### src/common/mad_pkg.sv
// Purpose: shared constants and types of the multiply and auxiliary opcode decoder
// Assumes: 16-bit instruction words, one word per valid strobe
// Notes: upper-byte codes compare against bits 15 to 8 of the first word
package mad_pkg;
	localparam int MAD_WORD_W = 16;

	// Full-word fixed patterns
	localparam logic [15:0] MAD_W_ADD_PRODUCT = 16'hCE15;
	localparam logic [15:0] MAD_W_LOAD_ACC_PRODUCT = 16'hCE14;
	localparam logic [15:0] MAD_W_SUB_PRODUCT = 16'hCE16;

	// Bits 15 to 2 patterns, two-bit field below
	localparam logic [13:0] MAD_Q_SET_SHIFT = 14'h3382;
	localparam logic [13:0] MAD_Q_COMPARE_AUX = 14'h3394;

	// Upper-byte codes of memory-reference forms, and of the auxiliary add immediate, which is not one
	localparam logic [7:0] MAD_HI_MULTIPLY = 8'h38;
	localparam logic [7:0] MAD_HI_SQUARE_ACC = 8'h39;
	localparam logic [7:0] MAD_HI_MULT_ADD_PREV = 8'h3A;
	localparam logic [7:0] MAD_HI_MULT_SUB_PREV = 8'h3B;
	localparam logic [7:0] MAD_HI_LOAD_MCAND = 8'h3C;
	localparam logic [7:0] MAD_HI_LOAD_MCAND_ACC = 8'h3D;
	localparam logic [7:0] MAD_HI_LOAD_MCAND_COPY = 8'h3E;
	localparam logic [7:0] MAD_HI_LOAD_MCAND_MOVE = 8'h3F;
	localparam logic [7:0] MAD_HI_LOAD_PROD_HIGH = 8'h53;
	localparam logic [7:0] MAD_HI_SQUARE_SUB = 8'h5A;
	localparam logic [7:0] MAD_HI_LOAD_MCAND_SUB = 8'h5B;
	localparam logic [7:0] MAD_HI_MULT_ACC_MOVE = 8'h5C;
	localparam logic [7:0] MAD_HI_MULT_ACC = 8'h5D;
	localparam logic [7:0] MAD_HI_STORE_PROD_LOW = 8'h7C;
	localparam logic [7:0] MAD_HI_STORE_PROD_HIGH = 8'h7D;
	localparam logic [7:0] MAD_HI_ADD_AUX_IMM = 8'h7E;

	// Bits 15 to 11 and 15 to 9 patterns
	localparam logic [4:0] MAD_T_LOAD_AUX_SHORT = 5'h18;
	localparam logic [4:0] MAD_T_LOAD_AUX_LONG = 5'h1A;
	localparam logic [6:0] MAD_S_LOAD_PAGE = 7'h64;

	// Field positions
	localparam int MAD_IND_BIT = 7;
	localparam int MAD_AUX_SEL_LSB = 8;
	localparam int MAD_AUX_SEL_W = 3;
	localparam int MAD_OFS_W = 7;
	localparam int MAD_PAGE_W = 9;
	localparam int MAD_SHORT_W = 8;
	localparam int MAD_FLD2_W = 2;

	// Reset values
	localparam logic [15:0] MAD_IMM_RST = 16'h0000;
	localparam logic [6:0] MAD_OFS_RST = 7'h00;
	localparam logic [2:0] MAD_SEL_RST = 3'h0;
	localparam logic [1:0] MAD_FLD2_RST = 2'h0;

	typedef enum logic [4:0] {
		op_none,
		op_add_product_to_acc,
		op_load_acc_from_product,
		op_sub_product_from_acc,
		op_multiply_op,
		op_load_multiplicand,
		op_load_multiplicand_accumulate,
		op_load_mcand_acc_move,
		op_load_multiplicand_copy_product,
		op_load_mcand_subtract,
		op_mult_accumulate_long,
		op_mult_accumulate_move_long,
		op_multiply_add_previous,
		op_multiply_sub_previous,
		op_store_product_high,
		op_store_product_low,
		op_set_product_shift,
		op_square_accumulate,
		op_square_subtract,
		op_load_product_high,
		op_load_aux_long_imm,
		op_load_page_imm,
		op_compare_aux,
		op_load_aux_short_imm,
		op_add_aux_short_imm
	} mad_op_t;

	typedef enum logic {
		st_first,
		st_second
	} mad_st_t;
endpackage

### src/rtl/mad_word_classify.sv
// Purpose: combinational classification of one first instruction word
// Assumes: word is a first word, never the operand word of a two-word form
// Notes: unmatched words come out as op_none with illegal set
`timescale 1ns/10ps
module mad_word_classify
	import mad_pkg::*;
(
	input wire logic [15:0] word,
	output mad_op_t op,
	output logic two_word,
	output logic mem_ref,
	output logic illegal
);
	always_comb begin
		op = op_none;
		mem_ref = 1'b1;
		case (word[15:8])
			MAD_HI_MULTIPLY: op = op_multiply_op;
			MAD_HI_SQUARE_ACC: op = op_square_accumulate;
			MAD_HI_MULT_ADD_PREV: op = op_multiply_add_previous;
			MAD_HI_MULT_SUB_PREV: op = op_multiply_sub_previous;
			MAD_HI_LOAD_MCAND: op = op_load_multiplicand;
			MAD_HI_LOAD_MCAND_ACC: op = op_load_multiplicand_accumulate;
			MAD_HI_LOAD_MCAND_COPY: op = op_load_multiplicand_copy_product;
			MAD_HI_LOAD_MCAND_MOVE: op = op_load_mcand_acc_move;
			MAD_HI_LOAD_PROD_HIGH: op = op_load_product_high;
			MAD_HI_SQUARE_SUB: op = op_square_subtract;
			MAD_HI_LOAD_MCAND_SUB: op = op_load_mcand_subtract;
			MAD_HI_MULT_ACC_MOVE: op = op_mult_accumulate_move_long;
			MAD_HI_MULT_ACC: op = op_mult_accumulate_long;
			MAD_HI_STORE_PROD_LOW: op = op_store_product_low;
			MAD_HI_STORE_PROD_HIGH: op = op_store_product_high;
			default: mem_ref = 1'b0;
		endcase
		if (!mem_ref) begin
			if (word == MAD_W_ADD_PRODUCT) begin
				op = op_add_product_to_acc;
			end else if (word == MAD_W_LOAD_ACC_PRODUCT) begin
				op = op_load_acc_from_product;
			end else if (word == MAD_W_SUB_PRODUCT) begin
				op = op_sub_product_from_acc;
			end else if (word[15:2] == MAD_Q_SET_SHIFT) begin
				op = op_set_product_shift;
			end else if (word[15:2] == MAD_Q_COMPARE_AUX) begin
				op = op_compare_aux;
			end else if (word[15:9] == MAD_S_LOAD_PAGE) begin
				op = op_load_page_imm;
			end else if (word[15:11] == MAD_T_LOAD_AUX_SHORT) begin
				op = op_load_aux_short_imm;
			end else if (word[15:11] == MAD_T_LOAD_AUX_LONG && word[7:0] == 8'h00) begin
				op = op_load_aux_long_imm;
			end else if (word[15:8] == MAD_HI_ADD_AUX_IMM) begin
				op = op_add_aux_short_imm;
			end
		end
		two_word = (op == op_mult_accumulate_long) || (op == op_mult_accumulate_move_long) ||
			(op == op_load_aux_long_imm);
		illegal = (op == op_none);
	end
endmodule

### src/rtl/mad_decoder.sv
// Purpose: decoder of multiplier, product, multiplicand, auxiliary and page pointer instructions
// Assumes: fetch logic on clk_sys presents one word per cycle with word_valid
// Notes: decoded fields stand until the next decode; read them only while dec_valid is high
// How it works
// - CE15 decodes as add product to accumulator
// - CE14 decodes as load accumulator from product
// - CE16 decodes as subtract product from accumulator
// - Upper 38 multiply, upper 3C load multiplicand
// - Upper 3D load multiplicand and accumulate
// - Upper 3F load multiplicand, accumulate, move
// - Upper 3E load multiplicand, copy product
// - Upper 5B load multiplicand, subtract product
// - Upper 5D and 5C take two words
// - Upper 3A multiply and add previous
// - Upper 3B multiply and subtract previous
// - Upper 7D store high, 7C store low
// - Shift mode set from bits 1 to 0
// - Upper 39 square-accumulate, 5A square-subtract
// - Upper 53 loads product high half
// - Long auxiliary load takes second word
// - Page pointer load from nine-bit immediate
// - Compare auxiliary with register zero, condition field
// - Short auxiliary load, select and byte
// - Upper 7E adds byte to auxiliary
`timescale 1ns/10ps
module mad_decoder
	import mad_pkg::*;
#(
	parameter int WORD_W = MAD_WORD_W
) (
	input wire logic clk_sys,
	input wire logic sys_rst,
	input wire logic word_valid,
	input wire logic [15:0] word_in,
	output logic dec_valid,
	output mad_op_t dec_op,
	output logic dec_two_word,
	output logic dec_illegal,
	output logic dec_wait_second,
	output logic dec_mem_ref,
	output logic dec_indirect,
	output logic [6:0] dec_dir_offset,
	output logic [6:0] dec_ind_mode,
	output logic [2:0] dec_aux_sel,
	output logic [15:0] dec_imm,
	output logic [1:0] dec_field2
);
	// Only 16-bit words are decoded
	if (WORD_W != MAD_WORD_W) begin : g_word_w_chk
		$error("mad_decoder serves 16-bit words only");
	end

	// Whole decoder state in one register
	typedef struct packed {
		mad_st_t st;
		logic valid;
		mad_op_t op;
		logic two_word;
		logic illegal;
		logic mem_ref;
		logic indirect;
		logic [6:0] dir_offset;
		logic [6:0] ind_mode;
		logic [2:0] aux_sel;
		logic [15:0] imm;
		logic [1:0] field2;
	} mad_state_t;

	localparam mad_state_t MAD_STATE_RST = '{
		st: st_first,
		valid: 1'b0,
		op: op_none,
		two_word: 1'b0,
		illegal: 1'b0,
		mem_ref: 1'b0,
		indirect: 1'b0,
		dir_offset: MAD_OFS_RST,
		ind_mode: MAD_OFS_RST,
		aux_sel: MAD_SEL_RST,
		imm: MAD_IMM_RST,
		field2: MAD_FLD2_RST
	};

	mad_state_t s_r;
	mad_state_t s_nxt;
	mad_op_t cls_op;
	logic cls_two_word;
	logic cls_mem_ref;
	logic cls_illegal;
	logic take_first;
	logic take_second;

	// Pattern match of a first word
	mad_word_classify u_classify (
		.word(word_in),
		.op(cls_op),
		.two_word(cls_two_word),
		.mem_ref(cls_mem_ref),
		.illegal(cls_illegal)
	);

	assign take_first = word_valid && (s_r.st == st_first);
	assign take_second = word_valid && (s_r.st == st_second);

	// Operand word is never decoded as an opcode
	always_comb begin
		s_nxt = s_r;
		s_nxt.valid = 1'b0;
		case (s_r.st)
			st_first: begin
				if (word_valid) begin
					s_nxt.op = cls_op;
					s_nxt.two_word = cls_two_word;
					s_nxt.illegal = cls_illegal;
					s_nxt.mem_ref = cls_mem_ref;
					s_nxt.indirect = cls_mem_ref && word_in[MAD_IND_BIT];
					s_nxt.dir_offset = (cls_mem_ref && !word_in[MAD_IND_BIT]) ? word_in[MAD_OFS_W-1:0] :
						MAD_OFS_RST;
					s_nxt.ind_mode = (cls_mem_ref && word_in[MAD_IND_BIT]) ? word_in[MAD_OFS_W-1:0] :
						MAD_OFS_RST;
					s_nxt.aux_sel = MAD_SEL_RST;
					s_nxt.imm = MAD_IMM_RST;
					s_nxt.field2 = MAD_FLD2_RST;
					case (cls_op)
						op_set_product_shift, op_compare_aux: begin
							s_nxt.field2 = word_in[MAD_FLD2_W-1:0];
						end
						op_load_page_imm: begin
							s_nxt.imm = {7'h00, word_in[MAD_PAGE_W-1:0]};
						end
						op_load_aux_short_imm: begin
							s_nxt.aux_sel = word_in[MAD_AUX_SEL_LSB +: MAD_AUX_SEL_W];
							s_nxt.imm = {8'h00, word_in[MAD_SHORT_W-1:0]};
						end
						op_add_aux_short_imm: begin
							s_nxt.imm = {8'h00, word_in[MAD_SHORT_W-1:0]};
						end
						op_load_aux_long_imm: begin
							s_nxt.aux_sel = word_in[MAD_AUX_SEL_LSB +: MAD_AUX_SEL_W];
						end
						default: begin
							s_nxt.field2 = MAD_FLD2_RST;
						end
					endcase
					if (cls_two_word) begin
						s_nxt.st = st_second;
					end else begin
						s_nxt.valid = 1'b1;
					end
				end
			end
			st_second: begin
				if (word_valid) begin
					s_nxt.imm = word_in;
					s_nxt.valid = 1'b1;
					s_nxt.st = st_first;
				end
			end
			default: begin
				s_nxt = MAD_STATE_RST;
			end
		endcase
	end

	always_ff @(posedge clk_sys) begin
		if (sys_rst) begin
			s_r <= MAD_STATE_RST;
		end else begin
			s_r <= s_nxt;
		end
	end

	assign dec_valid = s_r.valid;
	assign dec_op = s_r.op;
	assign dec_two_word = s_r.two_word;
	assign dec_illegal = s_r.illegal;
	assign dec_wait_second = (s_r.st == st_second);
	assign dec_mem_ref = s_r.mem_ref;
	assign dec_indirect = s_r.indirect;
	assign dec_dir_offset = s_r.dir_offset;
	assign dec_ind_mode = s_r.ind_mode;
	assign dec_aux_sel = s_r.aux_sel;
	assign dec_imm = s_r.imm;
	assign dec_field2 = s_r.field2;
endmodule

### config.mk
export PLATFORM = sky130hd
export DESIGN_NAME = mad_decoder
export DESIGN_NICKNAME = d
export VERILOG_FILES = /design/src/common/mad_pkg.sv /design/src/rtl/mad_word_classify.sv /design/src/rtl/mad_decoder.sv
export SDC_FILE = /design/constraint.sdc
export NUM_CORES = 1
export LEC_CHECK = 0
export BUFFER_PORTS_ARGS = -buffer_cell sky130_fd_sc_hd__buf_2
export CAP_MARGIN = 20
export CORE_MARGIN = 2
export CORE_UTILIZATION = 40
export DETAILED_ROUTE_END_ITERATION = 10
export REMOVE_ABC_BUFFERS = 1
export SYNTH_ARGS = -nofsm -noshare
export SYNTH_HDL_FRONTEND = slang
export SYNTH_SLANG_ARGS = --single-unit
### constraint.sdc
create_clock -name clk_sys -period 4.1 [get_ports clk_sys]
set_input_delay 0.615 -clock clk_sys [delete_from_list [all_inputs] [get_ports clk_sys]]
set_output_delay 0.615 -clock clk_sys [all_outputs]
set_load 0.1 [all_outputs]
## Word-level counts from Yosys, hierarchy flattened

Cells that the tools add are included.

- Register bits after elaboration: 46
- Bits of input ports: 19
- Output and inout bits: 46
- Logic and storage cells: 85

- Equality and inequality tests: 34
- Multiplexer cells: 24
- Bitwise operators: 1
- Reductions and logical operators: 14

Operator list:

| cell | count |
|---|---|
| 5-bit one-hot mux with 15 select lines | 1 |
| 8-bit by 6-bit equality test with 1-bit output, second input constant | 8 |
| 8-bit by 7-bit equality test with 1-bit output, second input constant | 8 |
| 5-bit two-way mux | 10 |
| 16-bit equality test, second input constant | 3 |
| 46-bit two-way mux | 1 |
| 5-bit equality test, second input constant | 8 |
| 16-bit one-hot mux with 2 select lines | 1 |
| 14-bit equality test, second input constant | 2 |
| 9-bit one-hot mux with 2 select lines | 1 |
| 16-bit two-way mux | 1 |
| 15-bit OR reduction | 1 |
| 7-bit two-way mux | 2 |
| 5-bit by 4-bit equality test with 1-bit output, second input constant | 2 |
| 8-bit zero test | 1 |
| 7-bit equality test, second input constant | 1 |
| 2-bit OR reduction | 3 |
| 5-bit zero test | 1 |
| 2-bit two-way mux | 2 |
| 2-bit inequality test, second input constant | 2 |
| 2-bit one-hot mux with 2 select lines | 1 |
| 2-bit AND reduction | 2 |
| 1-bit logical AND | 3 |
| 1-bit two-way mux | 3 |
| 4 further kinds | 5 |

## Logic depth before layout (Yosys ltp)

- Word-level depth: 18
- Depth in mapped cells: 7
- Mapped depth without buffers: 5

## Cells and area by module

A second synthesis with hierarchy kept.

- Cells, all modules: 264
- Area total of the unflattened synthesis: 2,253.4 um2

By module, submodules not included:

| module | times used | cells an instance | area an instance (um2) | seq. area each (um2) |
|---|---|---|---|---|
| mad_decoder | 1 | 196 | 1,798.0 | 920.9 |
| mad_word_classify | 1 | 68 | 455.4 | 0.0 |

## Least setup slack after synthesis

Ideal clock, no wire load.

- Kind: input-to-reg
- Start point: in word_in[8]
- End point: reg s_r, in the netlist dec_imm[1]
- Library setup time: 0.136 ns
- Arrival time: 2.005 ns
- Required time: 3.964 ns
- Setup slack: 1.959 ns
- Stages: 6
- Buffers on the path: 1
- Path through: buf_2 nand4b_2 or3_1 o211a_2 nor4b_4 o32ai_1

- Word-level cells in the longest chain between the ends: 17
- Elaborated cells between the ends (all ways): 41
- Those cells by class: eq/ne: 24; mux: 15; reduce/logical: 2

Ends and longest elaborated chain:

| what | line | RTL |
|---|---|---|
| from (decl) | mad_decoder.sv:34 | `input wire logic [15:0] word_in,` |
| 8-bit by 7-bit equality test with 1-bit output or 8-bit by 6-bit equality test with 1-bit output (tied branches) | mad_word_classify.sv:17 | `case (word[15:8])` |
| 5-bit one-hot mux with 15 select lines | mad_word_classify.sv:17 |  |
| 5-bit two-way mux | mad_word_classify.sv:52 | `end else if (word[15:8] == MAD_HI_ADD_AUX_IMM) begin` |
| 5-bit two-way mux | mad_word_classify.sv:50 | `end else if (word[15:11] == MAD_T_LOAD_AUX_LONG && word[7:0] == 8'h00) begin` |
| 5-bit two-way mux | mad_word_classify.sv:48 | `end else if (word[15:11] == MAD_T_LOAD_AUX_SHORT) begin` |
| 5-bit two-way mux | mad_word_classify.sv:46 | `end else if (word[15:9] == MAD_S_LOAD_PAGE) begin` |
| 5-bit two-way mux | mad_word_classify.sv:44 | `end else if (word[15:2] == MAD_Q_COMPARE_AUX) begin` |
| 5-bit two-way mux | mad_word_classify.sv:42 | `end else if (word[15:2] == MAD_Q_SET_SHIFT) begin` |
| 5-bit two-way mux | mad_word_classify.sv:40 | `end else if (word == MAD_W_SUB_PRODUCT) begin` |
| 5-bit two-way mux | mad_word_classify.sv:38 | `end else if (word == MAD_W_LOAD_ACC_PRODUCT) begin` |
| 5-bit two-way mux | mad_word_classify.sv:36 | `if (word == MAD_W_ADD_PRODUCT) begin` |
| 5-bit two-way mux * | mad_word_classify.sv:35 | `if (!mem_ref) begin` |
| 5-bit equality test | mad_decoder.sv:124 | `case (cls_op)` |
| 2-bit OR reduction (no source line) | -- |  |
| 9-bit one-hot mux with 2 select lines * | mad_decoder.sv:124 |  |
| 46-bit two-way mux * | mad_decoder.sv:111 | `if (word_valid) begin` |
| 16-bit one-hot mux with 2 select lines * | mad_decoder.sv:109 | `case (s_r.st)` |
| to (signal assigned) | mad_decoder.sv:169 | `s_r <= s_nxt;` |
| to (decl) | mad_decoder.sv:84 | `mad_state_t s_r;` |

Every way passes the cells marked *; elsewhere a longest branch is shown, timed or not. The select of a mux whose other input is x is not followed.
A chain may end at the register's enable or synchronous reset.

## Final worst setup path

- Start point: reg s_r, in the netlist dec_wait_second
- End point: reg s_r, in the netlist dec_indirect

- Word-level cells in the longest chain between the ends: 2

Ends and longest elaborated chain:

| what |
|---|
| 1-bit NOT (no source line) |
| 2-bit AND reduction (no source line) |

No other way between the ends.

==> impl_metrics.env <==
export IMPL_outcome="finished clean"
export IMPL_gr_total_overflow=0
export IMPL_crit_family="simple AND/OR/NAND/NOR gates"
export IMPL_synth_cell_types=52
export IMPL_grt_pass1_vias=2084
export IMPL_htree_levels=2
export IMPL_period_minus_slack_ps=2210
export IMPL_endpoint_kind="flop"
export IMPL_die_h_um=80.4
export IMPL_slew_violations=0
export IMPL_synthFlopType="dfxtp_1"
export IMPL_cts_tree="yes"
export IMPL_switching_power_mw=0.276
export IMPL_gp_congestion=0.838
export IMPL_die_area_um2=6470
export IMPL_areaGrowthSynthToFinish_pct=17.6
export IMPL_track_usage_pct=20.7
export IMPL_cts_buffers=5
export IMPL_grt_max_degree=37
export IMPL_grt_pass1_wl_um=10500
export IMPL_seq_area_frac_synth_pct=39.4
export IMPL_hpwl_um=4270
export IMPL_min_path_type="flop to flop"
export IMPL_synthCells=266
export IMPL_ant_nets=0
export IMPL_cts_hold_buffers=0
export IMPL_cts_clk_slew_worst_paths_ps=90
export IMPL_final_nets=330
export IMPL_path_cells="nor2b_1, buf_4, nor2_1, a22o_1"
export IMPL_cp_required_ps=4350
export IMPL_die_w_um=80.4
export IMPL_drive_above_1_share_pct=26.0
export IMPL_start_kind="flop"
export IMPL_via_per_inst=5.83
export IMPL_seq_power_share_pct=48.2
export IMPL_first_pass_iters=4
export IMPL_fin_crit_sh_pct=53.9
export IMPL_path_buf_inv=1
export IMPL_synth_edf_count=0
export IMPL_whs_ps=457
export IMPL_clk_latency_ps=300
export IMPL_antenna_found_initial=0
export IMPL_cp_max_fo=16
export IMPL_yosys_warnings=0
export IMPL_rsz0062_at_grt="no"
export IMPL_setup_viol_count_final=0
export IMPL_cp_arrival_ps=2460
export IMPL_synth_seq_cells=46
export IMPL_totalWireLength_um=6380
export IMPL_worstSetupPathType="flop to flop"
export IMPL_rows=27
export IMPL_power_density_nw_per_um2=344
export IMPL_cts_buffer_depth=2
export IMPL_ios=65
export IMPL_wl_per_cell_um=16.6
export IMPL_post_cts_buffers=0
export IMPL_relSlewSlack_pct=27.5
export IMPL_drtIter0Drc=160
export IMPL_diodes=0
export IMPL_power_share_switching_pct=29.1
export IMPL_drc=0
export IMPL_cap_violations=0
export IMPL_vias=2239
export IMPL_avgSynthCellArea_um2=8.79
export IMPL_start_util_pct=41.9
export IMPL_clockPowerShare_pct=36.2
export IMPL_skew_ps=5.21
export IMPL_peakVddDrop_mv=0.189
export IMPL_root_buffer="clkbuf_8"
export IMPL_finalHoldViolations=0
export IMPL_ctsResizeCount=0
export IMPL_synth_area_um2=2340
export IMPL_leakage_nw=1.10
export IMPL_numPortBuffers=64
export IMPL_slowest_stage="nor2_1"
export IMPL_cts_sinks=46
export IMPL_fmax_mhz=452
export IMPL_p_int_mw=0.671
export IMPL_core_um2=5570
export IMPL_comb_power_share_pct=15.6
export IMPL_synth_async_reset_ratio_pct=0
export IMPL_tns_ps=0
export IMPL_max_stage_delay_ps=830
export IMPL_worst_pin_slew_ps=1080
-- power groups by stage --
stage | Clock [mW] | Sequential, mW | Combinational [mW]
floorplan | 0 | 0.513 | 0.0440
global placement | 0 | 0.467 | 0.146
detailed placement | 0 | 0.467 | 0.147
CTS | 0.355 | 0.456 | 0.148
global route | 0.370 | 0.457 | 0.158
finish | 0.343 | 0.456 | 0.148
-- metal layers --
metal | routed length, µm | part of all wire, % | up-vias | global-route usage, %
met5 | 0 | 0 | - | 0
met4 | 87 | 1.4 | 0 | 5.42
met3 | 344 | 5.4 | 11 | 4.27
met2 | 2990 | 47 | 67 | 33.8
met1 | 2950 | 46 | 1067 | 27.7
li1 | - | - | 1094 | -
-- per-stage QoR --
step	setup WS (ps)	util (%)	instances	area, µm²	total power, mW
after detailed placement	1590	47.3	376	2640	0.614
final	1890	49.3	384	2750	0.946
after CTS	1900	49.3	384	2750	0.959
after global routing	1740	49.3	384	2750	0.985
after floorplan	1500	-	239	2220	0.557
after global placement	1630	47.3	376	2640	0.613
-- final cells by class --
| cell class | count | area [µm²] |
|---|---|---|
| Clock buffer | 5 | 68.8 |
| Clock inverter | 3 | 43.8 |
| Fill cell | 572 | 2830 |
| Inverter | 2 | 7.51 |
| Multi-Input combinational cell | 191 | 1290 |
| Sequential cell | 46 | 921 |
| Tap cell | 72 | 90.1 |
| Timing Repair Buffer | 65 | 328 |
-- worst paths after layout --
| path | from | to | slack [ps] | cells after the start |
|---|---|---|---|---|
| min reg2reg | dec_imm[8]$_SDFFE_PP0P_ | dec_imm[8]$_SDFFE_PP0P_ | 460 | 2 |
| min | dec_imm[8]$_SDFFE_PP0P_ | dec_imm[8]$_SDFFE_PP0P_ | 460 | 2 |
| max | dec_wait_second$_SDFF_PP0_ | dec_indirect$_SDFFE_PP0P_ | 1890 | 4 |
| max reg2reg | dec_wait_second$_SDFF_PP0_ | dec_indirect$_SDFFE_PP0P_ | 1890 | 4 |
-- sequential cells by signal, summed over array words and instances (netlist names) --
register	cells
dec_aux_sel	3
dec_ind_mode	7
dec_wait_second	1
dec_illegal	1
dec_imm	16
dec_valid	1
dec_op	5
dec_mem_ref	1
dec_field2	2
dec_dir_offset	7
dec_two_word	1
dec_indirect	1
-- cells in the mapped netlist (2+ instances only) --
cell type  count  area, µm²
nor4_1         2       12.5
or3_1          2       12.5
nor2b_1       14       87.6
dfxtp_1       46        921
nand4b_1       5       43.8
o22ai_1        6       37.5
a22oi_1        4       30.0
nor4b_1        2       17.5
nand3_1       21        105
o32ai_1        4       35.0
a21oi_1       25        125
nor4bb_1       2       20.0
nand2b_1      10       62.6
inv_1          2       7.51
a311oi_1       2       17.5
clkbuf_1      14       52.6
a32o_1        13        130
nand2_1       11       41.3
buf_2          8       40.0
nor2_1        14       52.6
and3_1         3       18.8
a22o_1         3       26.3
buf_1          4       15.0
nand4bb_1      4       45.0
nor3b_1        3       22.5
o21ai_0        3       15.0
and4bb_1       2       25.0
nand3b_1       2       15.0
nand4_1        4       25.0
nor3_1         9       45.0
-- worst min-delay path, delay by kind of cell (launching register included) --
kind | cells | cell delay [ps]
compound gates | 1 | 50
flops | 1 | 330
simple gates | 1 | 50
-- cells in the final DEF (no fill, tap or decap), types with 2 or more instances in the layout --
cell | synthesis | layout
nand4bb_1 | 4 | 4
a311oi_1 | 2 | 2
or3_1 | 2 | 2
nor4b_1 | 2 | 2
o21ai_0 | 3 | 3
a22oi_1 | 4 | 4
clkbuf_8 | 0 | 5
nor2_1 | 14 | 14
a22o_1 | 3 | 3
o22ai_1 | 6 | 6
nor2b_1 | 14 | 14
nor3_1 | 9 | 9
a32o_1 | 13 | 13
and3_1 | 3 | 3
o32ai_1 | 4 | 4
nand2_1 | 11 | 11
nand4_1 | 4 | 4
dfxtp_1 | 46 | 46
nand2b_1 | 10 | 10
nor4bb_1 | 2 | 2
a21oi_1 | 25 | 25
nor4_1 | 2 | 2
inv_1 | 2 | 2
nand3b_1 | 2 | 2
and4bb_1 | 2 | 2
buf_2 | 8 | 64
nand4b_1 | 5 | 5
nand3_1 | 21 | 21
nor3b_1 | 3 | 3
-- cells by family (layout without fill, tap and decap cells) --
logic type	after synthesis	count (layout)	synth area share (%)
simple gates	119	119	32.6
buf+inv	29	75	5.41
xor+xnor	1	1	0.375
compound gates	70	70	21.8
flops	46	46	39.4
mux	1	1	0.428
Power figures use the tool's default switching activity.
